==> src/core/agc_tc_pkg.sv <==
// package: register map, field layout, time tables and carriers for agc time select
package agc_tc_pkg;

  // ---------------------------------------------------------------
  // register map
  // ---------------------------------------------------------------
  localparam logic [7:0] LEFT_DECAY_OFS = 8'h68;
  localparam logic [7:0] RIGHT_ATTACK_OFS = 8'h69;
  localparam logic [7:0] TIME_REG_RST = 8'h00;
  localparam logic [7:0] UNMAPPED_RD = 8'h00;

  // field positions inside each time register
  localparam int SEL_POS = 7;
  localparam int BASE_LSB = 5;
  localparam int MULT_LSB = 2;
  localparam int RSVD_LSB = 0;

  // ---------------------------------------------------------------
  // times, all in milliseconds
  // ---------------------------------------------------------------
  localparam int TIME_W = 16;
  // decay baseline 50 / 150 / 250 / 350 ms
  localparam logic [15:0] DECAY_BASE0_MS = 16'h0032;
  localparam logic [15:0] DECAY_BASE1_MS = 16'h0096;
  localparam logic [15:0] DECAY_BASE2_MS = 16'h00fa;
  localparam logic [15:0] DECAY_BASE3_MS = 16'h015e;
  // attack baseline 7 / 8 / 10 / 11 ms
  localparam logic [15:0] ATTACK_BASE0_MS = 16'h0007;
  localparam logic [15:0] ATTACK_BASE1_MS = 16'h0008;
  localparam logic [15:0] ATTACK_BASE2_MS = 16'h000a;
  localparam logic [15:0] ATTACK_BASE3_MS = 16'h000b;
  // decay ceilings 4 / 5.6 / 8 / 9.6 / 11.2 / 16 / 19.2 / 22.4 s
  localparam logic [15:0] CAP_4S0_MS = 16'h0fa0;
  localparam logic [15:0] CAP_5S6_MS = 16'h15e0;
  localparam logic [15:0] CAP_8S0_MS = 16'h1f40;
  localparam logic [15:0] CAP_9S6_MS = 16'h2580;
  localparam logic [15:0] CAP_11S2_MS = 16'h2bc0;
  localparam logic [15:0] CAP_16S0_MS = 16'h3e80;
  localparam logic [15:0] CAP_19S2_MS = 16'h4b00;
  localparam logic [15:0] CAP_22S4_MS = 16'h5780;

  // codec clock ratio is carried in half steps: code = 2 * ratio
  localparam logic [3:0] RATIO_1P0 = 4'h2;
  localparam logic [3:0] RATIO_1P5 = 4'h3;
  localparam logic [3:0] RATIO_2P0 = 4'h4;
  localparam logic [3:0] RATIO_2P5 = 4'h5;
  localparam logic [3:0] RATIO_3P0 = 4'h6;
  localparam logic [3:0] RATIO_3P5 = 4'h7;
  localparam logic [3:0] RATIO_4P0 = 4'h8;
  localparam logic [3:0] RATIO_4P5 = 4'h9;
  localparam logic [3:0] RATIO_5P0 = 4'ha;
  localparam logic [3:0] RATIO_5P5 = 4'hb;
  localparam logic [3:0] RATIO_6P0 = 4'hc;

  // ---------------------------------------------------------------
  // carriers
  // ---------------------------------------------------------------
  typedef struct packed {
    logic sel;
    logic [1:0] base;
    logic [2:0] mult;
    logic [1:0] rsvd;
  } time_reg_t;

  typedef struct packed {
    logic wr;
    logic rd;
    logic [7:0] addr;
    logic [7:0] wdata;
  } reg_req_t;

  typedef struct packed {
    logic [15:0] ms;
    logic from_override;
    logic capped;
  } agc_time_t;

  // ---------------------------------------------------------------
  // lookups
  // ---------------------------------------------------------------
  function automatic logic [15:0] decay_base(input logic [1:0] code);
    unique case (code)
      2'h0: decay_base = DECAY_BASE0_MS;
      2'h1: decay_base = DECAY_BASE1_MS;
      2'h2: decay_base = DECAY_BASE2_MS;
      2'h3: decay_base = DECAY_BASE3_MS;
    endcase
  endfunction

  function automatic logic [15:0] attack_base(input logic [1:0] code);
    unique case (code)
      2'h0: attack_base = ATTACK_BASE0_MS;
      2'h1: attack_base = ATTACK_BASE1_MS;
      2'h2: attack_base = ATTACK_BASE2_MS;
      2'h3: attack_base = ATTACK_BASE3_MS;
    endcase
  endfunction

  // ratios below 1 clamp to the lowest ceiling, above 6 to the highest
  function automatic logic [15:0] decay_cap(input logic [3:0] ratio);
    if (ratio <= RATIO_1P0)
      decay_cap = CAP_4S0_MS;
    else if (ratio == RATIO_1P5)
      decay_cap = CAP_5S6_MS;
    else if (ratio == RATIO_2P0)
      decay_cap = CAP_8S0_MS;
    else if (ratio == RATIO_2P5)
      decay_cap = CAP_9S6_MS;
    else if (ratio == RATIO_3P0 || ratio == RATIO_3P5)
      decay_cap = CAP_11S2_MS;
    else if (ratio == RATIO_4P0 || ratio == RATIO_4P5)
      decay_cap = CAP_16S0_MS;
    else if (ratio == RATIO_5P0)
      decay_cap = CAP_19S2_MS;
    else
      decay_cap = CAP_22S4_MS;
  endfunction

endpackage

==> src/core/agc_time_select.sv <==
// register bank selecting left agc decay and right agc attack time constants
// ---------------------------------------------------------------
// Notes on behaviour
// - left decay comes from legacy input when select bit is 0, else register.
// - decay baseline codes 0..3 give 50, 150, 250, 350 ms.
// - decay multiplier code n scales baseline by two to the n.
// - decay capped at 4, 5.6, 8, 9.6 s for ratios 1 to 2.5.
// - cap 11.2 s at 3/3.5, 16 s at 4/4.5, 19.2 s, 22.4 s.
// - right attack comes from legacy input when select bit is 0, else register.
// - attack baseline codes 0..3 give 7, 8, 10, 11 ms.
// - attack multiplier code n scales baseline by two to the n.
// - after reset both registers read zero, legacy timing in force.
// ---------------------------------------------------------------
module agc_time_select
(
  // clock, reset, enable
  input wire logic CLK,
  input wire logic RST_B,
  input wire logic CE,
  // register port
  input wire agc_tc_pkg::reg_req_t REG_REQ,
  output logic [7:0] REG_RD_DATA,
  output logic REG_RD_VALID,
  // codec clocking and legacy settings
  input wire logic [3:0] CODEC_CLOCK_RATIO,
  input wire logic [15:0] LEGACY_LEFT_DECAY_MS,
  input wire logic [15:0] LEGACY_RIGHT_ATTACK_MS,
  // effective time constants
  output agc_tc_pkg::agc_time_t LEFT_DECAY,
  output agc_tc_pkg::agc_time_t RIGHT_ATTACK
);

  // ---------------------------------------------------------------
  // register decode
  // ---------------------------------------------------------------
  agc_tc_pkg::time_reg_t decay_reg_ff;
  agc_tc_pkg::time_reg_t nxt_decay_reg;
  agc_tc_pkg::time_reg_t attack_reg_ff;
  agc_tc_pkg::time_reg_t nxt_attack_reg;
  logic [7:0] rd_data_ff;
  logic [7:0] nxt_rd_data;
  logic rd_valid_ff;
  agc_tc_pkg::agc_time_t left_decay_ff;
  agc_tc_pkg::agc_time_t right_attack_ff;

  wire logic hit_decay;
  wire logic hit_attack;
  wire logic wr_decay;
  wire logic wr_attack;

  assign hit_decay = REG_REQ.addr == agc_tc_pkg::LEFT_DECAY_OFS;
  assign hit_attack = REG_REQ.addr == agc_tc_pkg::RIGHT_ATTACK_OFS;
  assign wr_decay = REG_REQ.wr && hit_decay;
  assign wr_attack = REG_REQ.wr && hit_attack;

  // reserved low bits are stored as written; software is expected to keep them zero
  assign nxt_decay_reg = wr_decay ? agc_tc_pkg::time_reg_t'(REG_REQ.wdata) : decay_reg_ff;
  assign nxt_attack_reg = wr_attack ? agc_tc_pkg::time_reg_t'(REG_REQ.wdata) : attack_reg_ff;

  // a read returns the value held before a write in the same cycle
  assign nxt_rd_data = hit_decay ? 8'(decay_reg_ff) :
                       hit_attack ? 8'(attack_reg_ff) :
                       agc_tc_pkg::UNMAPPED_RD;

  always_ff @(posedge CLK)
  begin
    if (!RST_B)
    begin
      decay_reg_ff <= agc_tc_pkg::time_reg_t'(agc_tc_pkg::TIME_REG_RST);
      attack_reg_ff <= agc_tc_pkg::time_reg_t'(agc_tc_pkg::TIME_REG_RST);
    end
    else if (CE)
    begin
      decay_reg_ff <= nxt_decay_reg;
      attack_reg_ff <= nxt_attack_reg;
    end
  end

  always_ff @(posedge CLK)
  begin
    if (!RST_B)
    begin
      rd_data_ff <= agc_tc_pkg::UNMAPPED_RD;
      rd_valid_ff <= 1'b0;
    end
    else if (CE)
    begin
      rd_data_ff <= REG_REQ.rd ? nxt_rd_data : rd_data_ff;
      rd_valid_ff <= REG_REQ.rd;
    end
  end

  assign REG_RD_DATA = rd_data_ff;
  assign REG_RD_VALID = rd_valid_ff;

  // ---------------------------------------------------------------
  // time channels: 0 = left decay, 1 = right attack
  // ---------------------------------------------------------------
  agc_tc_pkg::time_reg_t chan_field [2];
  logic [15:0] chan_base [2];
  logic [15:0] chan_legacy [2];
  logic chan_cap_en [2];
  agc_tc_pkg::agc_time_t chan_result [2];
  wire logic [15:0] cap_ms;

  assign cap_ms = agc_tc_pkg::decay_cap(CODEC_CLOCK_RATIO);

  assign chan_field[0] = decay_reg_ff;
  assign chan_base[0] = agc_tc_pkg::decay_base(decay_reg_ff.base);
  assign chan_legacy[0] = LEGACY_LEFT_DECAY_MS;
  // only decay is bounded by the codec clock ratio; attack times stay short
  assign chan_cap_en[0] = 1'b1;
  assign chan_field[1] = attack_reg_ff;
  assign chan_base[1] = agc_tc_pkg::attack_base(attack_reg_ff.base);
  assign chan_legacy[1] = LEGACY_RIGHT_ATTACK_MS;
  assign chan_cap_en[1] = 1'b0;

  genvar ch;
  generate
    for (ch = 0; ch < 2; ch++)
    begin : g_chan
      agc_time_scale u_scale
      (
        .field(chan_field[ch]),
        .base_ms(chan_base[ch]),
        .legacy_ms(chan_legacy[ch]),
        .cap_en(chan_cap_en[ch]),
        .cap_ms(cap_ms),
        .result(chan_result[ch])
      );
    end
  endgenerate

  // outputs are registered so the gain loop sees a clean value per cycle
  always_ff @(posedge CLK)
  begin
    if (!RST_B)
    begin
      left_decay_ff <= '0;
      right_attack_ff <= '0;
    end
    else if (CE)
    begin
      left_decay_ff <= chan_result[0];
      right_attack_ff <= chan_result[1];
    end
  end

  assign LEFT_DECAY = left_decay_ff;
  assign RIGHT_ATTACK = right_attack_ff;
endmodule

==> src/core/agc_time_scale.sv <==
// one agc time channel: baseline times power-of-two factor, optional ceiling, source select
module agc_time_scale
(
  // register fields
  input wire agc_tc_pkg::time_reg_t field,
  input wire logic [15:0] base_ms,
  // legacy source and ceiling
  input wire logic [15:0] legacy_ms,
  input wire logic cap_en,
  input wire logic [15:0] cap_ms,
  // result
  output agc_tc_pkg::agc_time_t result
);

  wire logic [15:0] scaled_ms;
  wire logic over_cap;
  wire logic [15:0] limited_ms;

  // 350 ms times 128 still fits sixteen bits, so the shift never overflows
  assign scaled_ms = base_ms << field.mult;
  assign over_cap = cap_en && (scaled_ms > cap_ms);
  assign limited_ms = over_cap ? cap_ms : scaled_ms;

  assign result.ms = field.sel ? limited_ms : legacy_ms;
  assign result.from_override = field.sel;
  assign result.capped = field.sel && over_cap;

endmodule

==> config.mk <==
export PLATFORM = sky130hd
export DESIGN_NAME = agc_time_select
export DESIGN_NICKNAME = d
export VERILOG_FILES = /design/src/core/agc_tc_pkg.sv /design/src/core/agc_time_select.sv /design/src/core/agc_time_scale.sv
export SDC_FILE = /design/constraint.sdc
export NUM_CORES = 1
export LEC_CHECK = 0
export ABC_CLOCK_PERIOD_IN_PS = 3100
export BUFFER_PORTS_ARGS = -buffer_cell sky130_fd_sc_hd__clkbuf_2
export CAP_MARGIN = 40
export CORE_ASPECT_RATIO = 0.7
export CORE_MARGIN = 2
export CORE_UTILIZATION = 47
export CTS_CLUSTER_DIAMETER = 30
export DETAILED_ROUTE_END_ITERATION = 6
export GPL_TIMING_DRIVEN = 0
export PLACE_DENSITY_LB_ADDON = 0.15
export SYNTH_ARGS = -nofsm -noshare
export SYNTH_HDL_FRONTEND = slang
export SYNTH_SLANG_ARGS = --single-unit
==> constraint.sdc <==
create_clock -name CLK -period 3.1 [get_ports CLK]
set_input_delay 0.155 -clock CLK [delete_from_list [all_inputs] [get_ports CLK]]
set_output_delay 0.155 -clock CLK [all_outputs]
set_load 0.01 [all_outputs]
==> summary.md <==
| Metric | Value |
|---|---|
| Tcrit/Tclk final | `0.995` |
| Post-layout instance count excluding filler cells | `642` |
| Synth cell types | `62` |
| Synth warn | `0` |
| Diode count | `0` |
| Worst Path Required | `3.37 ns` |
| Post-Synth XOR/XNOR Area | `0.00245` |
| R2R Path End | `LEFT_DECAY[6]$_SDFFE_PN0P_` |
| Synth top area cells | `dfxtp_1 (34%), mux2i_1 (9.2%), nor2_1 (7.3%)` |
| Min-delay worst type | `in2reg` |
| GRT Util Overall | `0.265` |
| CTS sink cnt | `60` |
| WP data arrival | `3.36 ns` |
| Sum Neg Setup Slack | `0 ns` |
| CTS root buf | `clkbuf_8` |
| Pre-CTS WS | `-0.509 ns` |
| Number of synthesized register bits | `60` |
| Total power draw | `1.72 mW` |
| I/O Buffers | `98` |
| Clock Latency Late Sink | `0.34 ns` |
| Final setup margin | `0.0157 ns` |
| Rows | `26` |
| Cells after Synth | `414` |
| Worst setup path class | `reg2reg` |
| ANT nets after route | `0` |
| Status | `finished clean` |
| DRC Markers | `0` |
| Crit. Startpoint | `chan_field[13]$_SDFFE_PN0P_` |
| Crit path capture type | `flip-flop` |
| Startpoint type of the worst setup path | `flip-flop` |
| Die Ht | `76.9 um` |
| Tmin final | `3.08 ns` |
| Initial antenna violation count | `0` |
| Routed wire length | `10900 um` |
| Initial Utilization | `0.488` |
| Clock tree from TritonCTS | `yes` |
| F_max | `324 MHz` |
| Final setup fails | `0` |
| Multiplexer area fraction after synthesis | `0.105` |
| Layout cells sized above 1 | `0.336` |
| Slew Viols, Final | `0` |
| Hold Fails Final Rpt | `0` |
| Ys flop type | `dfxtp_1` |
| Vias in the first global route | `3466` |
| H-tree lvl count | `3` |
| First-pass GRT wire length | `17300 um` |
| PwrDens | `370 mW/mm^2` |
| Setup crit end | `LEFT_DECAY[6]$_SDFFE_PN0P_` |
| Cell taking the most area after synthesis | `dfxtp_1` |
| Initial drt markers | `220` |
| Adder-cell area share of the yosys netlist | `0.0595` |
| Static Leakage | `2.07 nW` |
| Syn_area_per_cell | `8.63 sq um` |
| Area after DPL | `0.00419 sq mm` |
| CTS buffer count | `9` |
| Slew of the pin with the lowest slew margin | `0.689 ns` |
| Skew final | `0.00768 ns` |
| Final core occ | `0.636` |
| Area delta synth->final | `30.3%` |
| Largest net degree at the start of global routing | `11` |
| Final Instance Area | `0.00466 sq mm` |
| Chip width | `108 um` |
| Synth Net Count | `488` |
| CTS Hold Bufs | `0` |
| Die Footprint | `0.00832 sq mm` |
| Placed instance count | `610` |
| HPWL after DPL | `7900 um` |
| Post-synthesis compound-gate area fraction | `0.234` |
| Nets | `614` |
| DR vias | `3661` |
| Reg clk slew, reported paths | `0.07 ns` |
| Simple-gate portion of the synthesized area | `0.202` |
| Total grt overflow | `0` |
| Area of the core | `0.00732 sq mm` |
| RSZ-0062 raised after global routing | `true` |
| I/O pin cnt | `102` |
| TritonRoute pass-1 iters | `5` |
| Min Hold Slack | `0.0523 ns` |
| Yosys top cell area share | `0.336` |
| CTS Buffer Depth | `2` |
| EDFF count, synth | `0` |
| Crit path max fanout | `5` |
| Largest family of logic cells by synthesized area | `compound AO/OA/AOI/OAI gates` |
| Reg2reg setup slack | `0.02 ns` |
| Register-to-Register Path Depth | `14` |
| Wire length per cell | `16.9 um` |
| Sequential cell area fraction in the yosys report | `0.336` |
| FF-to-FF Start | `chan_field[13]$_SDFFE_PN0P_` |
| Maxcap violations | `0` |
| Netlist Area Pre-Place | `0.00357 sq mm` |
| Routed vias/inst | `5.70` |
| Max rail drop VDD | `0.000166 V` |
| Post-synth ARST share | `0` |
| Final GP Congestion | `0.896` |
| Max_slew headroom | `0.541` |
area by class of cell:
type | count | area (sq um)
fill | 654 | 2660
multi-input combinational | 308 | 2300
sequential | 60 | 1210
timing repair buffer | 115 | 618
buffer | 32 | 160
clock buffer | 10 | 138
tap | 98 | 123
inverter | 14 | 55.1
clock inverter | 5 | 52.6
cells by family (layout without fill, tap and decap cells):
family,after synthesis,after routing
flops,60,60
other cells,1,1
buf+inv,46,176
compound gates,107,107
fa+ha+maj,17,17
xor+xnor,1,1
simple gates,146,146
mux,36,36
metal layers:
layer	wire [um]	vias to the layer above	GRT usage
li1	-	1762	-
met3	858	21	0.0714
met4	151	0	0.0615
met1	5290	1722	0.387
met2	4570	156	0.387
met5	0	-	0
where the power goes:
part	switching (mW)	leakage, nW	internal (mW)
Sequential	0.0135	0.492	0.794
Clock	0.316	0.0979	0.384
Combinational	0.123	1.48	0.0934
cells in the mapped netlist, types with 2 or more instances:
cell / count
nand2_1: 31
inv_1: 14
a21oi_1: 20
a211oi_1: 4
buf_6: 4
and3_1: 3
nor3_1: 3
dfxtp_1: 60
a22oi_1: 19
nor2b_1: 5
buf_1: 2
o2111ai_1: 3
clkbuf_1: 21
o221ai_1: 2
nor3b_1: 5
ha_1: 17
o21ai_0: 10
nand3_1: 8
a31oi_1: 2
a222oi_1: 2
o211ai_1: 15
mux2i_1: 33
buf_2: 4
nand4_1: 3
nand3b_1: 2
nor2_1: 69
mux2_2: 2
o221ai_2: 2
nand2b_1: 6
a22o_1: 11
worst min path at each step:
stage | from | to | slack, ns | depth (start not counted)
2_1_floorplan | RST_B | RIGHT_ATTACK[6]$_SDFFE_PN0P_ | 0.30 | 2
3_3_place_gp | LEGACY_RIGHT_ATTACK_MS[11] | RIGHT_ATTACK[13]$_SDFFE_PN0P_ | 0.39 | 3
3_5_place_dp | LEGACY_RIGHT_ATTACK_MS[13] | RIGHT_ATTACK[15]$_SDFFE_PN0P_ | 0.40 | 3
4_1_cts | LEGACY_RIGHT_ATTACK_MS[13] | RIGHT_ATTACK[15]$_SDFFE_PN0P_ | 0.04 | 3
5_1_grt | LEGACY_RIGHT_ATTACK_MS[15] | RIGHT_ATTACK[17]$_SDFFE_PN0P_ | 0.05 | 3
6_report | LEGACY_RIGHT_ATTACK_MS[14] | RIGHT_ATTACK[16]$_SDFFE_PN0P_ | 0.05 | 3
placed cells by master (no fill, tap or decap), types with 3 or more instances in the layout:
| master | count |
|---|---|
| a21oi_1 | 15 |
| clkbuf_2 | 99 |
| nor3_1 | 3 |
| nor2_1 | 69 |
| a22oi_1 | 19 |
| nand4_1 | 3 |
| mux2i_1 | 33 |
| clkbuf_1 | 20 |
| inv_1 | 12 |
| o2111ai_1 | 3 |
| buf_2 | 4 |
| o21ai_0 | 6 |
| clkbuf_8 | 10 |
| ha_1 | 12 |
| a21oi_2 | 5 |
| clkinv_2 | 3 |
| ha_4 | 5 |
| buf_4 | 18 |
| a22o_1 | 10 |
| nand2b_1 | 6 |
| dfxtp_1 | 57 |
| nand3_1 | 8 |
| nand2_1 | 30 |
| nor2b_1 | 4 |
| o211ai_1 | 15 |
| buf_6 | 4 |
| a211oi_1 | 3 |
| nor3b_1 | 5 |
worst max-delay path, stage by stage, from the launching register on:
cell,delay (ns)
dfxtp_4,0.39
inv_4,0.06
ha_4,0.17
or4b_4,0.57
o31ai_4,0.11
nand2_2,0.12
o21ai_4,0.09
inv_1,0.07
ha_1,0.29
nand4_1,0.13
a211oi_2,0.07
a2111oi_4,0.47
buf_4,0.24
nand3b_1,0.10
a21oi_2,0.14
sequential cells by signal (all words and copies together), names as in the netlist:
register       count
REG_RD_DATA        8
RIGHT_ATTACK      17
REG_RD_VALID       1
attack_reg_ff      8
chan_field         8
LEFT_DECAY        18
repair_timing:
| action | 4_1_cts | 5_1_grt |
|---|---|---|
| gates resized for setup | 20 | 18 |
| pin swaps | 5 | 18 |
| gates cloned | 1 | 0 |
| setup buffers | 15 | 2 |
| endpoints found under the setup margin | 15 | 15 |
Note: power is estimated with default switching activity, not from simulation.
